## src/inc/timer_core_pkg.sv

```systemverilog
/*
  Constants for the 8-bit timer/counter core: register offsets,
  field positions, mode codes, limits and prescaler taps.
  Assumes a 32-bit AXI4-Lite bus with byte addresses.
*/
package timer_core_pkg;
  // Bus geometry and answers
  localparam int AXI_ADDR_W = 8;
  localparam int AXI_DATA_W = 32;
  localparam logic [1:0] RESP_OKAY = 2'h0;
  localparam logic [1:0] RESP_SLVERR = 2'h2;
  // Register byte offsets
  localparam logic [7:0] OFS_CTRL_A = 8'h00;
  localparam logic [7:0] OFS_COUNT = 8'h04;
  localparam logic [7:0] OFS_COMPARE = 8'h08;
  localparam logic [7:0] OFS_MASK = 8'h0C;
  localparam logic [7:0] OFS_FLAG = 8'h10;
  localparam logic [7:0] OFS_ASYNC = 8'h14;
  // Field positions
  localparam int CTRL_WAVE_LSB = 0;
  localparam int CTRL_CS_LSB = 2;
  localparam int FLAG_OVF_BIT = 0;
  localparam int FLAG_CMP_BIT = 1;
  localparam int ASYNC_SEL_BIT = 0;
  // Waveform mode codes
  localparam logic [1:0] WAVE_NORMAL = 2'h0;
  localparam logic [1:0] WAVE_PHASE = 2'h1;
  localparam logic [1:0] WAVE_CTC = 2'h2;
  localparam logic [1:0] WAVE_FAST = 2'h3;
  // Clock select code that stops the timer
  localparam logic [2:0] CS_STOP = 3'h0;
  // Counter limits
  localparam logic [7:0] COUNT_BOTTOM = 8'h00;
  localparam logic [7:0] COUNT_MAX = 8'hFF;
  localparam logic [7:0] COUNT_STEP = 8'h01;
  // Prescaler width and the tap mask per clock select code
  localparam int PRESCALE_W = 10;
  localparam logic [PRESCALE_W-1:0] PRESCALE_ONE = 10'h001;
  localparam logic [PRESCALE_W-1:0] PRESCALE_MASK [8] = '{
    10'h000, 10'h000, 10'h007, 10'h01F,
    10'h03F, 10'h07F, 10'h0FF, 10'h3FF
  };
endpackage : timer_core_pkg

```

## src/hdl/timer_core.sv

```systemverilog
/*
  Counter core of an 8-bit timer/counter with one compare channel,
  its prescaler, tick selection and an AXI4-Lite register slave.
  Assumes crystal_in_pin is synchronous to aclk and at least two
  aclk periods wide per level; interrupt acks are one-cycle pulses.
*/
`timescale 1ns/1ps

// Function
// - Counter and compare value are eight bits
// - Every request readable in flag register
// - Each request has its own mask bit
// - Clock select zero stops counter, holds value
// - Tick from io clock or crystal input
// - Continuous compare sets compare flag
// - Compare register is double buffered in the PWM modes
// - Value zero means counter at bottom
// - Value all ones means counter at max
// - Top is max or compare, per mode
// - Tick clears, increments or decrements counter
// - CPU reads and writes counter anytime
// - CPU counter write beats counting
// - Waveform mode field picks count sequence
// - Overflow flag set per mode, requests interrupt
// - Normal mode wraps, overflow when reaching zero
// - Mode two clears counter on match
// - Match flags next tick; ack or one clears
// - Counter write blocks next tick's match
module timer_core
  import timer_core_pkg::*;
(
  input wire logic aclk,
  input wire logic aresetn,
  input wire logic [AXI_ADDR_W-1:0] s_axi_awaddr,
  input wire logic s_axi_awvalid,
  output logic s_axi_awready,
  input wire logic [AXI_DATA_W-1:0] s_axi_wdata,
  input wire logic [3:0] s_axi_wstrb,
  input wire logic s_axi_wvalid,
  output logic s_axi_wready,
  output logic [1:0] s_axi_bresp,
  output logic s_axi_bvalid,
  input wire logic s_axi_bready,
  input wire logic [AXI_ADDR_W-1:0] s_axi_araddr,
  input wire logic s_axi_arvalid,
  output logic s_axi_arready,
  output logic [AXI_DATA_W-1:0] s_axi_rdata,
  output logic [1:0] s_axi_rresp,
  output logic s_axi_rvalid,
  input wire logic s_axi_rready,
  input wire logic overflow_ack,
  input wire logic compare_ack,
  output logic overflow_request,
  output logic compare_request,
  input wire logic crystal_in_pin,
  output logic crystal_out_pin
);

  //////////////////////////////////////////////////////////////////
  // State
  //////////////////////////////////////////////////////////////////

  typedef struct packed {
    logic awready;                 // Write address slot free
    logic wready;                  // Write data slot free
    logic bvalid;                  // Write answer pending
    logic [1:0] bresp;             // Write answer code
    logic arready;                 // Read slot free
    logic rvalid;                  // Read answer pending
    logic [AXI_DATA_W-1:0] rdata;  // Read answer data
    logic [1:0] rresp;             // Read answer code
    logic aw_have;                 // Address held
    logic [AXI_ADDR_W-1:0] aw_addr;
    logic w_have;                  // Data held
    logic [7:0] w_data;            // Low byte of write data
    logic w_lane0;                 // Low byte lane enabled
    logic [1:0] wave;              // Waveform mode field
    logic [2:0] cs;                // Clock select field
    logic async_sel;               // Crystal tick source
    logic [7:0] count;             // Counter value
    logic [7:0] cmp_buf;           // CPU side of compare
    logic [7:0] cmp_act;           // Value the comparator uses
    logic [1:0] mask;              // Request masks
    logic [1:0] flag;              // Sticky flags
    logic [1:0] req;               // Masked requests
    logic dir_down;                // Phase correct direction
    logic block;                   // Match blocked for a tick
    logic [PRESCALE_W-1:0] prescale;
    logic xtal_prev;               // Crystal level last cycle
    logic xtal_out;                // Oscillator drive
  } timer_state_t;

  timer_state_t s_r;
  timer_state_t s_nxt;

  // Decoded events shared by logic and checks
  logic wr_go;
  logic cnt_wr;
  logic tick;
  logic xtal_rise;
  logic src_pulse;
  logic at_bottom;
  logic at_max;
  logic at_top;
  logic cmp_eq;
  logic pwm_mode;
  logic match_evt;
  logic ovf_evt;
  logic [7:0] top_val;
  logic [7:0] step_val;
  logic step_dir;
  logic [1:0] clr_bits;
  logic [AXI_DATA_W-1:0] rd_word;
  logic rd_hit;
  logic wr_hit;

  //////////////////////////////////////////////////////////////////
  // Next state
  //////////////////////////////////////////////////////////////////

  // One pass computes bus, tick, counter and flag updates
  always_comb
  begin
    s_nxt = s_r;
    rd_word = '0;
    rd_hit = 1'b1;
    wr_hit = 1'b1;
    clr_bits = 2'h0;

    // Crystal edges seen in the io clock; no second domain
    xtal_rise = crystal_in_pin & ~s_r.xtal_prev;
    s_nxt.xtal_prev = crystal_in_pin;
    s_nxt.xtal_out = s_r.async_sel & ~crystal_in_pin;
    // Source pulse: every cycle, or crystal rising edge
    src_pulse = s_r.async_sel ? xtal_rise : 1'b1;
    // Prescaler taps per clock select; stop code gives no tick
    if (s_r.cs == CS_STOP)
    begin
      s_nxt.prescale = '0;
      tick = 1'b0;
    end
    else
    begin
      tick = src_pulse &
        ((s_r.prescale & PRESCALE_MASK[s_r.cs]) == PRESCALE_MASK[s_r.cs]);
      if (src_pulse)
        s_nxt.prescale = s_r.prescale + PRESCALE_ONE;
    end

    // Limits of the count sequence
    at_bottom = (s_r.count == COUNT_BOTTOM);
    at_max = (s_r.count == COUNT_MAX);
    top_val = (s_r.wave == WAVE_CTC) ? s_r.cmp_act : COUNT_MAX;
    at_top = (s_r.count == top_val);
    cmp_eq = (s_r.count == s_r.cmp_act);
    pwm_mode = s_r.wave[0];

    // Step per mode: clear, up or down
    step_dir = s_r.dir_down;
    unique case (s_r.wave)
      WAVE_NORMAL: step_val = s_r.count + COUNT_STEP; // Wraps
      WAVE_FAST: step_val = s_r.count + COUNT_STEP;
      WAVE_CTC: step_val = at_top ? COUNT_BOTTOM : s_r.count + COUNT_STEP; // Clear at the compare top
      WAVE_PHASE:
      begin
        // Turn at max and at bottom
        if (s_r.dir_down)
        begin
          step_dir = ~at_bottom;
          step_val = at_bottom ? s_r.count + COUNT_STEP : s_r.count - COUNT_STEP;
        end
        else
        begin
          step_dir = at_max;
          step_val = at_max ? s_r.count - COUNT_STEP : s_r.count + COUNT_STEP;
        end
      end
    endcase

    // Write side: address and data taken in either order
    if (s_axi_awvalid && s_r.awready)
    begin
      s_nxt.aw_have = 1'b1;
      s_nxt.aw_addr = s_axi_awaddr;
    end
    if (s_axi_wvalid && s_r.wready)
    begin
      s_nxt.w_have = 1'b1;
      s_nxt.w_data = s_axi_wdata[7:0];
      s_nxt.w_lane0 = s_axi_wstrb[0];
    end
    wr_go = s_r.aw_have & s_r.w_have & ~s_r.bvalid;
    cnt_wr = wr_go & s_r.w_lane0 & (s_r.aw_addr == OFS_COUNT);

    // Counter: CPU write first, then tick
    if (cnt_wr)
      s_nxt.count = s_r.w_data;
    else if (tick)
    begin
      s_nxt.count = step_val;
      s_nxt.dir_down = step_dir;
    end

    // Write blocks the match of the following tick
    if (cnt_wr)
      s_nxt.block = 1'b1;
    else if (tick)
      s_nxt.block = 1'b0;

    // Match seen at a tick sets the flag at that tick's edge
    match_evt = tick & cmp_eq & ~s_r.block & ~cnt_wr;

    // Overflow: at bottom in phase correct, else on the wrap
    if (s_r.wave == WAVE_PHASE)
      ovf_evt = tick & ~cnt_wr & s_r.dir_down & (s_r.count == COUNT_STEP);
    else
      ovf_evt = tick & ~cnt_wr & at_max;

    // Buffered compare loads at max in the PWM modes
    if (tick && at_max && pwm_mode)
      s_nxt.cmp_act = s_r.cmp_buf;

    // Register writes
    if (wr_go)
    begin
      s_nxt.aw_have = 1'b0;
      s_nxt.w_have = 1'b0;
      s_nxt.bvalid = 1'b1;
      if (s_r.w_lane0)
      begin
        unique case (s_r.aw_addr)
          OFS_CTRL_A:
          begin
            s_nxt.wave = s_r.w_data[CTRL_WAVE_LSB +: 2];
            s_nxt.cs = s_r.w_data[CTRL_CS_LSB +: 3];
          end
          OFS_COUNT: ;
          OFS_COMPARE:
          begin
            // Without buffering the write lands at once
            s_nxt.cmp_buf = s_r.w_data;
            if (!pwm_mode)
              s_nxt.cmp_act = s_r.w_data;
          end
          OFS_MASK: s_nxt.mask = s_r.w_data[1:0];
          OFS_FLAG: clr_bits = s_r.w_data[1:0];   // Write one clears
          OFS_ASYNC: s_nxt.async_sel = s_r.w_data[ASYNC_SEL_BIT];
          default: wr_hit = 1'b0;
        endcase
      end
      else
      begin
        wr_hit = (s_r.aw_addr == OFS_CTRL_A) || (s_r.aw_addr == OFS_COUNT) ||
          (s_r.aw_addr == OFS_COMPARE) || (s_r.aw_addr == OFS_MASK) ||
          (s_r.aw_addr == OFS_FLAG) || (s_r.aw_addr == OFS_ASYNC);
      end
      s_nxt.bresp = wr_hit ? RESP_OKAY : RESP_SLVERR;
    end
    if (s_r.bvalid && s_axi_bready)
      s_nxt.bvalid = 1'b0;
    s_nxt.awready = ~s_nxt.aw_have;
    s_nxt.wready = ~s_nxt.w_have;

    // Sticky flags: a set in the clearing cycle wins
    clr_bits[FLAG_OVF_BIT] = clr_bits[FLAG_OVF_BIT] | overflow_ack;
    clr_bits[FLAG_CMP_BIT] = clr_bits[FLAG_CMP_BIT] | compare_ack;
    s_nxt.flag = s_r.flag & ~clr_bits;
    s_nxt.flag[FLAG_OVF_BIT] = s_nxt.flag[FLAG_OVF_BIT] | ovf_evt;
    s_nxt.flag[FLAG_CMP_BIT] = s_nxt.flag[FLAG_CMP_BIT] | match_evt;

    // Each request gated by its own mask
    s_nxt.req = s_r.flag & s_r.mask;

    // Read mux; the compare read shows the CPU side copy in the PWM modes, else the active copy
    unique case (s_axi_araddr)
      OFS_CTRL_A:
      begin
        rd_word[CTRL_WAVE_LSB +: 2] = s_r.wave;
        rd_word[CTRL_CS_LSB +: 3] = s_r.cs;
      end
      OFS_COUNT: rd_word[7:0] = s_r.count;
      OFS_COMPARE: rd_word[7:0] = pwm_mode ? s_r.cmp_buf : s_r.cmp_act;
      OFS_MASK: rd_word[1:0] = s_r.mask;
      OFS_FLAG: rd_word[1:0] = s_r.flag;
      OFS_ASYNC: rd_word[ASYNC_SEL_BIT] = s_r.async_sel;
      default: rd_hit = 1'b0;
    endcase
    if (s_axi_arvalid && s_r.arready)
    begin
      s_nxt.rvalid = 1'b1;
      s_nxt.rdata = rd_word;
      s_nxt.rresp = rd_hit ? RESP_OKAY : RESP_SLVERR;
    end
    else if (s_r.rvalid && s_axi_rready)
      s_nxt.rvalid = 1'b0;
    // One read at a time keeps the slave simple
    s_nxt.arready = ~s_nxt.rvalid;
  end

  // Register the whole state; reset clears everything
  always_ff @(posedge aclk)
  begin
    if (!aresetn)
      s_r <= '0;
    else
      s_r <= s_nxt;
  end

  //////////////////////////////////////////////////////////////////
  // Outputs, all straight from state
  //////////////////////////////////////////////////////////////////

  assign s_axi_awready = s_r.awready;
  assign s_axi_wready = s_r.wready;
  assign s_axi_bvalid = s_r.bvalid;
  assign s_axi_bresp = s_r.bresp;
  assign s_axi_arready = s_r.arready;
  assign s_axi_rvalid = s_r.rvalid;
  assign s_axi_rdata = s_r.rdata;
  assign s_axi_rresp = s_r.rresp;
  assign overflow_request = s_r.req[FLAG_OVF_BIT];
  assign compare_request = s_r.req[FLAG_CMP_BIT];
  assign crystal_out_pin = s_r.xtal_out;
endmodule : timer_core

```

## config.mk

```make
export PLATFORM = sky130hd
export DESIGN_NAME = timer_core
export DESIGN_NICKNAME = d
export VERILOG_FILES = /design/src/inc/timer_core_pkg.sv /design/src/hdl/timer_core.sv
export SDC_FILE = /design/constraint.sdc
export NUM_CORES = 1
export LEC_CHECK = 0
export BUFFER_PORTS_ARGS = -buffer_cell sky130_fd_sc_hd__buf_2
export CAP_MARGIN = 20
export CORE_MARGIN = 5
export CORE_UTILIZATION = 35
export CTS_BUF_LIST = sky130_fd_sc_hd__clkbuf_8
export DETAILED_ROUTE_END_ITERATION = 6
export GPL_TIMING_DRIVEN = 1
export PLACE_DENSITY = 0.59
export SYNTH_ARGS = -nofsm -noshare
export SYNTH_HDL_FRONTEND = slang
export SYNTH_SLANG_ARGS = --single-unit
export TNS_END_PERCENT = 100
```

## constraint.sdc

```tcl
create_clock -name aclk -period 2.02 [get_ports aclk]
set_input_delay 0.303 -clock aclk [delete_from_list [all_inputs] [get_ports aclk]]
set_output_delay 0.303 -clock aclk [all_outputs]
set_load 0.05 [all_outputs]
```

==> results of run 1 <==
[critical path, cell delays in order (launching register included)]
cell and delay, ns:
dfxtp_2 0.32, or4_4 0.56, nor4b_4 0.37, mux2_4 0.23, a211oi_4 0.06, buf_6 0.15
a2111oi_4 0.27, o21a_1 0.14
[metrics by stage]
| stage | hold WS, ns | cell area (sq um) |
|---|---|---|
| 3_5_place_dp | 0.459 | 5140 |
| 3_3_place_gp | 0.454 | 5140 |
| 4_1_cts | 0.142 | 5400 |
| 2_1_floorplan | 0.425 | 4680 |
| 6_report | 0.166 | 5510 |
| 5_1_grt | 0.154 | 5510 |
[placed cells by master, fill, tap and decap left out, types with 4 or more instances in the layout]
cell,instances
nand2b_1,5
inv_1,12
nor2_2,4
dfxtp_1,82
nand2_1,68
nor2b_1,20
nor3b_1,6
and3_1,8
buf_4,48
nor3_1,4
ha_1,6
xnor2_1,6
conb_1,26
nand3_1,24
buf_6,4
nand4_1,8
mux2i_1,22
clkbuf_8,10
a21oi_1,19
xor2_1,17
nor2_1,35
a21boi_0,29
o21ai_0,27
buf_2,52
[registers in the layout (all words and copies together) (netlist names)]
signal / count
s_axi_bvalid: 1
compare_request: 1
s_axi_arready: 1
s_axi_wready: 1
s_axi_rdata: 8
s_r: 65
s_axi_rresp: 1
s_axi_rvalid: 1
pwm_mode: 1
s_axi_awready: 1
s_axi_bresp: 1
overflow_request: 1
crystal_out_pin: 1
[routing by layer]
| layer | global-route usage, % | share of wire (%) | wire length (microns) | vias to the layer above |
|---|---|---|---|---|
| met4 | 4.18 | 1.7 | 204 | 0 |
| met5 | 0 | 0 | 0 | - |
| met2 | 26.6 | 50 | 5870 | 77 |
| met3 | 4.18 | 5.2 | 608 | 15 |
| met1 | 19.2 | 43 | 5070 | 1847 |
| li1 | - | - | - | 1990 |
[repair_timing]
item | CTS | global route
hold buffers | 0 | 0
gates resized for setup | 12 | 18
endpoints found under the hold margin | 0 | 0
buffers inserted | 1 | 3
pin swaps | 4 | 15
gates cloned | 0 | 0
endpoints found under the setup margin | 13 | 17
[worst min path at each step]
stage | from | endpoint | slack (ns) | cells past startpoint
finish | crystal_in_pin | s_r[1]$_SDFF_PN0_ | 0.17 | 2
global route | s_axi_wdata[2] | s_r[53]$_SDFFE_PN0P_ | 0.15 | 3
CTS | crystal_in_pin | s_r[1]$_SDFF_PN0_ | 0.14 | 2
floorplan | crystal_in_pin | s_r[1]$_SDFF_PN0_ | 0.42 | 1
detailed placement | s_r[67]$_SDFFE_PN0P_ | s_r[67]$_SDFFE_PN0P_ | 0.46 | 2
global placement | s_r[67]$_SDFFE_PN0P_ | s_r[67]$_SDFFE_PN0P_ | 0.45 | 2
[report_power, final]
part / leakage (nW) / internal (mW) / total, mW / switching [mW]
clock: 0.105 / 0.594 / 1.20 / 0.602
combinational: 1.51 / 0.101 / 0.372 / 0.271
sequential: 0.682 / 1.69 / 1.73 / 0.0383
[area by class of cell]
class | count | share of cell area, %
Inverter | 10 | 0.681
Clock buffer | 10 | 2.50
Multi-Input combinational cell | 410 | 48.9
Tap cell | 172 | 3.91
Clock inverter | 5 | 0.999
Sequential cell | 84 | 30.6
Timing Repair Buffer | 105 | 12.4
[logic make-up after synthesis]
| kind of cell | Yosys count | share of synthesized area, % |
|---|---|---|
| flip-flops | 84 | 37.0 |
| XOR/XNOR | 23 | 4.43 |
| AND/OR/NAND/NOR | 206 | 22.9 |
| multiplexers | 26 | 5.83 |
| other | 1 | 0.0825 |
| adder cells (fa/ha/maj) | 7 | 1.93 |
| AO/OA/AOI/OAI | 122 | 18.5 |
| buffers and inverters | 75 | 9.38 |
==> flow_summary_export.csv, run 1 <==
group,metric,value,unit
drt,dr.first_iter.drc_count,123,
setup_path,critPathLaunch,"s_r[40]$_SDFFE_PN0P_",
place,io_buffers,52,
timing,fin_crit_sh,106,%
synth,ys_types,58,
timing,hold_viol,0,
drt,ant_nets,0,
synth,syn_area,4550,sq um
place,dp_cells,777,
clock_network,cts_tree,"done",
setup_path,r2r-end,"s_r[37]$_SDFFE_PN0P_",
timing,worst_slack,-0.131,ns
power,worst_ir_drop_vdd,412,uV
global_route,grt_overflow,0,
synth,ys_ff_latch,84,
timing,drv_slew,0,
synth,avgSynthCellArea,8.36,sq um
clock_network,clkSinkCount,84,
place,dp_hpwl,8780,microns
power,power_density,598,nW/um^2
drt,vias,3929,
setup_path,crit_required,2.34,ns
hold_path,hold_path.class,"input pin to flop",
die,die_y,124,microns
global_route,antenna_found_initial,0,
timing,fin_crit,2.15,ns
timing,tns,-0.464,ns
synth,synthTopCellsByCount,"dfxtp_1 (84), nand2_1 (68), nor2_1 (40)",
synth,synth_most_common_cell,"dfxtp_1",
drt,dr.pass1.iters,4,
global_route,grt_use_total,15.5,%
final_layout,nets,689,
outcome,violations,"setup timing",
synth,yosysTopAreaCell,"dfxtp_1",
setup_path,cp.arrival,2.47,ns
drt,routed_via_density,4.94,
drt,post_drt_wl_per_cell,14.8,microns
die,die_area,15400,sq um
global_route,grt_max_degree,63,
synth,async_reset_ff_share,0,%
final_layout,layoutNonFillerInstCount,796,
outcome,status,"finished with violations",
synth,synth_seq_area_share,37.0,%
clock_network,clock_latency,0.37,ns
setup_path,critical_path.startpoint_type,"flop",
final_layout,antennaDiodeCount,0,
power,leakagePower,2.29,nW
clock_network,htreeDepth,3,
synth,synth_top_area_share,37.0,%
setup_path,r2r_start,"s_r[40]$_SDFFE_PN0P_",
power,power.total,3.30,mW
die,ios,106,
setup_path,ff2ff_setup_slack,-0.13,ns
final_layout,multi_input_area,2700,sq um
global_route,grt_pass1_wl,18500,microns
drt,routed_wl,11800,microns
synth,yosys_warnings,0,
synth,synthFlopType,"dfxtp_1",
synth,ys_top_cells_by_area,"dfxtp_1 (37%), buf_4 (5.9%), nand2_1 (5.6%)",
final_layout,drive_gt1_share,25.2,%
final_layout,seq_area,1680,sq um
final_layout,num-fill-cells,1287,
timing,rsz0062_at_grt,"yes",
clock_network,cts_root_buf,"clkbuf_8",
die,die_x,124,microns
setup_path,path_class,"flop to flop",
timing,clock-skew-final,0.00841,ns
clock_network,clk_pin_slew,0.08,ns
place,preCtsSetupSlack,-0.0971,ns
die,start_util,35.9,%
global_route,grt_pass1_vias,3712,
die,core-area,12700,sq um
timing,slew_headroom,55.3,%
final_layout,area_growth,21.2,%
timing,tightest_slew,0.665,ns
setup_path,crit_end,"s_r[37]$_SDFFE_PN0P_",
die,fp-row-count,41,
place,gp_congestion,0.979,
synth,netlist_instances,544,
setup_path,worstSetupEndpointType,"flop",
timing,final-setup-viol-count,7,
final_layout,utilization,43.5,%
clock_network,cts_buffers,9,
job,max_cap_viol_count,0,
setup_path,worst-path-max-fanout,3,
drt,route.detailed.drc,0,
clock_network,cts_buffer_depth,2,
timing,clock.fmax,465,MHz
synth,synth_edf_count,0,
setup_path,reg2reg_depth,7,
Power figures use the tool's default switching activity.
==> run 2: changes to the inputs <==
--- a/config.mk
+++ b/config.mk
@@ -6,13 +6,14 @@
 export NUM_CORES = 1
 export LEC_CHECK = 0
 export BUFFER_PORTS_ARGS = -buffer_cell sky130_fd_sc_hd__buf_2
-export CAP_MARGIN = 20
+export CAP_MARGIN = 15
 export CORE_MARGIN = 5
 export CORE_UTILIZATION = 35
 export CTS_BUF_LIST = sky130_fd_sc_hd__clkbuf_8
 export DETAILED_ROUTE_END_ITERATION = 6
 export GPL_TIMING_DRIVEN = 1
 export PLACE_DENSITY = 0.59
+export SKIP_CTS_REPAIR_TIMING = 1
 export SYNTH_ARGS = -nofsm -noshare
 export SYNTH_HDL_FRONTEND = slang
 export SYNTH_SLANG_ARGS = --single-unit
==> flow_summary_export.csv, run 2 (synthesis gave the netlist of run 1 again) <==
group,metric,value,unit
outcome,status,"finished with violations",
outcome,violations,"setup timing",
final_layout,layout_common_cells,"dfxtp_1 (80), nand2_1 (68), buf_2 (52)",
final_layout,area_growth,21.6,%
hold_path,hold_path.class,"input pin to flop",
final_layout,largest-register,"s_r",
setup_path,r2r_start,"s_r[40]$_SDFFE_PN0P_",
clock_network,cts_tree,"done",
clock_network,clkSinkCount,84,
setup_path,path_class,"flop to flop",
global_route,grt_use_total,15.5,%
die,die_area,15400,sq um
power,internal_power,2.38,mW
setup_path,critPathSlowestCell,"or4_4",
job,max_cap_viol_count,0,
setup_path,crit_end,"s_r[37]$_SDFFE_PN0P_",
timing,holdWs,0.163,ns
place,io_buffers,52,
global_route,grt_max_degree,63,
global_route,grt_pass1_vias,3694,
timing,fin_crit_sh,106,%
timing,clock.fmax,469,MHz
drt,vias,3913,
clock_network,cts_buffer_depth,2,
die,start_util,35.9,%
power,power.total,3.30,mW
setup_path,reg2reg_depth,7,
clock_network,htreeDepth,3,
die,core-area,12700,sq um
die,die_x,124,microns
setup_path,crit_required,2.34,ns
setup_path,path_cells,"or4_4 -> nor4b_4 -> mux2_4 -> a211oi_4 -> buf_6 -> a2111oi_4 -> o21a_1",
place,dp_hpwl,8780,microns
power,p_sw,0.921,mW
clock_network,clock_latency,0.38,ns
final_layout,largest_reg_flops,65,
drt,dr.pass1.iters,5,
drt,post_drt_wl_per_cell,14.9,microns
die,fp-row-count,41,
final_layout,antennaDiodeCount,0,
setup_path,cp.arrival,2.46,ns
setup_path,slowest_delay,0.56,ns
timing,clock-skew-final,0.00810,ns
timing,tightest_slew,0.661,ns
timing,slew_headroom,55.7,%
global_route,grt_overflow,0,
drt,route.detailed.drc,0,
power,power.share.sequential,52.4,%
clock_network,clk_pin_slew,0.08,ns
setup_path,r2r-end,"s_r[37]$_SDFFE_PN0P_",
power,power_density,598,nW/um^2
global_route,antenna_found_initial,0,
timing,rsz0062_at_grt,"yes",
setup_path,critical_path.startpoint_type,"flop",
drt,routed_wl,11800,microns
die,die_y,124,microns
place,preCtsSetupSlack,-0.0971,ns
power,switching_share,27.9,%
clock_network,cts_buffers,9,
power,worst_ir_drop_vdd,414,uV
setup_path,worst-path-max-fanout,3,
power,leakagePower,2.28,nW
clock_network,cts_root_buf,"clkbuf_8",
power,clockPowerShare,36.4,%
drt,routed_via_density,4.94,
timing,fin_crit,2.13,ns
global_route,grt_pass1_wl,18400,microns
timing,hold_viol,0,
timing,tns,-0.394,ns
final_layout,final_common_cell,"dfxtp_1",
setup_path,critPathLaunch,"s_r[40]$_SDFFE_PN0P_",
setup_path,worstSetupEndpointType,"flop",
timing,worst_slack,-0.114,ns
die,ios,106,
drt,ant_nets,0,
power,power_frac_comb,11.2,%
timing,final-setup-viol-count,7,
drt,dr.first_iter.drc_count,151,
final_layout,nets,685,
setup_path,ff2ff_setup_slack,-0.11,ns
final_layout,drive_gt1_share,25.5,%
place,gp_congestion,0.979,
timing,drv_slew,0,
[run 2: final cells by class]
type	count	area (sq um)
clock buffers	10	138
clock inverters	5	55.1
fillers	1275	7140
inverters	10	37.5
multi-input cells	410	2730
flip-flops and latches	84	1690
well taps	172	215
repair buffers	101	667
[run 2: how the worst min path moves through the flow]
stage	end	start	depth (start not counted)	slack [ns]
6_report	s_r[1]$_SDFF_PN0_	crystal_in_pin	2	0.16
5_1_grt	s_r[53]$_SDFFE_PN0P_	s_axi_wdata[2]	3	0.15
4_1_cts	s_r[1]$_SDFF_PN0_	crystal_in_pin	2	0.14
3_5_place_dp	s_r[67]$_SDFFE_PN0P_	s_r[67]$_SDFFE_PN0P_	2	0.46
3_3_place_gp	s_r[67]$_SDFFE_PN0P_	s_r[67]$_SDFFE_PN0P_	2	0.45
2_1_floorplan	s_r[1]$_SDFF_PN0_	crystal_in_pin	1	0.42
[run 2: worst max-delay path: cells and delay by family, from the launching register on]
kind / cells / cell delay, ns
buffers and inverters: 1 / 0.15
multiplexers: 1 / 0.23
AO/OA/AOI/OAI: 3 / 0.46
flip-flops: 1 / 0.33
AND/OR/NAND/NOR: 2 / 0.92
[run 2: layer usage]
layer,routed length [microns],global-route usage [%],vias to the layer above
li1,-,-,1983
met1,5090,19.1,1823
met2,5820,26.5,83
met3,619,4.41,24
met4,254,4.18,0
met5,0,0,-
[run 2: stage by stage]
stage                     area [sq um]  util [%]  std cells
final                             5530      43.6        792
after global routing              5530      43.6        792
after CTS                         5340      42.1        792
after detailed placement          5140      40.6        777
after global placement            5140      40.6        777
after floorplan                   4680         -        569
[run 2: power groups by stage]
stage	Combinational (mW)	Clock (mW)	Sequential, mW
after floorplan	0.313	0	1.78
after global placement	0.364	0	1.77
after detailed placement	0.367	0	1.77
after CTS	0.368	1.24	1.73
after global routing	0.403	1.31	1.74
final	0.372	1.20	1.73
==> run 3: changes to the inputs <==
--- a/config.mk
+++ b/config.mk
@@ -6,7 +6,7 @@
 export NUM_CORES = 1
 export LEC_CHECK = 0
 export BUFFER_PORTS_ARGS = -buffer_cell sky130_fd_sc_hd__buf_2
-export CAP_MARGIN = 15
+export CORE_ASPECT_RATIO = 0.7
 export CORE_MARGIN = 5
 export CORE_UTILIZATION = 35
 export CTS_BUF_LIST = sky130_fd_sc_hd__clkbuf_8
==> flow_summary_export.csv, run 3 (synthesis gave the netlist of run 1 again) <==
group,metric,value,unit
die,die_x,146,microns
place,dp_cells,773,
place,preCtsSetupSlack,-0.195,ns
final_layout,drive_gt1_share,25.3,%
final_layout,utilization,43.9,%
final_layout,layout_common_cells,"dfxtp_1 (82), nand2_1 (68), buf_2 (52), buf_4 (52), nor2_1 (36)",
drt,route.detailed.drc,0,
die,start_util,36.1,%
setup_path,cp_top_family,"simple AND/OR/NAND/NOR gates",
drt,dr.first_iter.drc_count,287,
drt,vias,3952,
place,gp_congestion,0.878,
die,core-area,12600,sq um
setup_path,critPathSlowestCell,"or4_4",
setup_path,r2r_start,"s_r[38]$_SDFFE_PN0P_",
timing,final-setup-viol-count,6,
clock_network,clk_pin_slew,0.09,ns
power,p_sw,0.926,mW
setup_path,slowest_delay,0.55,ns
final_layout,final_area,5530,sq um
setup_path,path_class,"flop to flop",
setup_path,critical_path.startpoint_type,"flop",
setup_path,worstSetupEndpointType,"flop",
timing,fin_crit_sh,105,%
power,clockPowerShare,39.6,%
timing,clock-skew-final,0.00675,ns
die,ios,106,
global_route,grt_max_degree,33,
timing,clock.fmax,472,MHz
setup_path,cp.depth,8,
clock_network,cts_buffers,9,
global_route,grt_use_total,15.6,%
final_layout,layoutNonFillerInstCount,790,
hold_path,hold_path.class,"input pin to flop",
final_layout,num-fill-cells,1266,
timing,worst_slack,-0.0983,ns
power,internal_power,2.56,mW
global_route,antenna_found_initial,0,
clock_network,cts_root_buf,"clkbuf_8",
drt,ant_nets,0,
timing,slew_headroom,50.7,%
setup_path,path_cells,"or4_4 -> nor4b_4 -> buf_4 -> a2bb2oi_4 -> buf_6 -> o21ai_2 -> a22oi_1 -> a21oi_1",
job,max_cap_viol_count,0,
power,switching_share,26.5,%
place,placed_area,5170,sq um
die,fp-row-count,34,
power,power.share.sequential,49.6,%
die,die_y,105,microns
global_route,grt_overflow,0,
clock_network,clock_latency,0.35,ns
timing,rsz0062_at_grt,"yes",
timing,fin_crit,2.12,ns
timing,hold_viol,0,
setup_path,ff2ff_setup_slack,-0.1,ns
power,power_frac_comb,10.8,%
final_layout,final_common_cell,"dfxtp_1",
final_layout,nets,692,
setup_path,worst-path-max-fanout,6,
final_layout,largest-register,"s_r",
place,io_buffers,52,
setup_path,path_buf_inv,2,
clock_network,htreeDepth,3,
global_route,grt_pass1_wl,19600,microns
setup_path,critPathLaunch,"s_r[38]$_SDFFE_PN0P_",
outcome,status,"finished with violations",
drt,routed_via_density,5.00,
timing,drv_slew,0,
final_layout,area_growth,21.5,%
outcome,violations,"setup timing",
setup_path,crit_required,2.27,ns
power,power_density,631,nW/um^2
setup_path,r2r-end,"s_r[42]$_SDFFE_PN0P_",
power,worst_ir_drop_vdd,289,uV
drt,post_drt_wl_per_cell,15.3,microns
global_route,grt_pass1_vias,3796,
drt,routed_wl,12100,microns
place,dp_hpwl,9220,microns
power,leakagePower,2.33,nW
setup_path,crit_end,"s_r[42]$_SDFFE_PN0P_",
die,die_area,15400,sq um
setup_path,reg2reg_depth,8,
timing,tightest_slew,0.734,ns
final_layout,antennaDiodeCount,0,
clock_network,clkSinkCount,84,
final_layout,largest_reg_flops,65,
setup_path,cp.arrival,2.36,ns
clock_network,cts_tree,"done",
drt,dr.pass1.iters,5,
clock_network,cts_buffer_depth,2,
[run 3: area by class of cell]
class / count / area (sq um) / area share [%]
Clock buffer: 11 / 151 / 2.74
Inverter: 10 / 37.5 / 0.679
Multi-Input combinational cell: 410 / 2670 / 48.2
Tap cell: 162 / 203 / 3.67
Clock inverter: 5 / 81.3 / 1.47
Timing Repair Buffer: 108 / 704 / 12.7
Sequential cell: 84 / 1680 / 30.5
[run 3: per-stage QoR]
step                      TNS (ns)  total power, mW  hold WS (ns)
after floorplan             -0.142             2.09         0.425
after global placement      -0.577             2.13         0.453
after detailed placement     -1.02             2.14         0.460
after CTS                   -0.736             3.52         0.157
after global routing         -1.00             3.64         0.174
final                       -0.313             3.49         0.177
[run 3: worst register-to-register path: cells and delay by family, from the launching register on]
family | cells | cell delay [ns]
flops | 1 | 0.33
buf+inv | 2 | 0.32
compound gates | 4 | 0.55
simple gates | 2 | 0.81
[run 3: worst min-delay path by stage]
stage                                        endpoint                        start  slack, ns  cells after the start
after floorplan                     s_r[1]$_SDFF_PN0_               crystal_in_pin       0.42                      1
after global placement    s_axi_rdata[0]$_SDFFE_PN0P_  s_axi_rdata[0]$_SDFFE_PN0P_       0.45                      2
after detailed placement         s_r[66]$_SDFFE_PN0P_         s_r[66]$_SDFFE_PN0P_       0.46                      2
after CTS                           s_r[1]$_SDFF_PN0_               crystal_in_pin       0.16                      2
after global routing                s_r[1]$_SDFF_PN0_               crystal_in_pin       0.17                      2
final                               s_r[1]$_SDFF_PN0_               crystal_in_pin       0.18                      2
[run 3: power groups by stage]
stage	sequential (mW)	clock, mW	combinational [mW]
after global placement	1.77	0	0.369
after detailed placement	1.77	0	0.374
after CTS	1.73	1.42	0.375
final	1.73	1.38	0.378
after floorplan	1.78	0	0.313
after global routing	1.74	1.49	0.409
[run 3: per-layer routing]
metal	global-route usage, %	wire [microns]	vias to the layer above
met1	23.3	6220	1820
li1	-	-	1996
met3	4.33	751	16
met4	3.49	117	0
met2	22.1	4960	120
met5	0	0	-
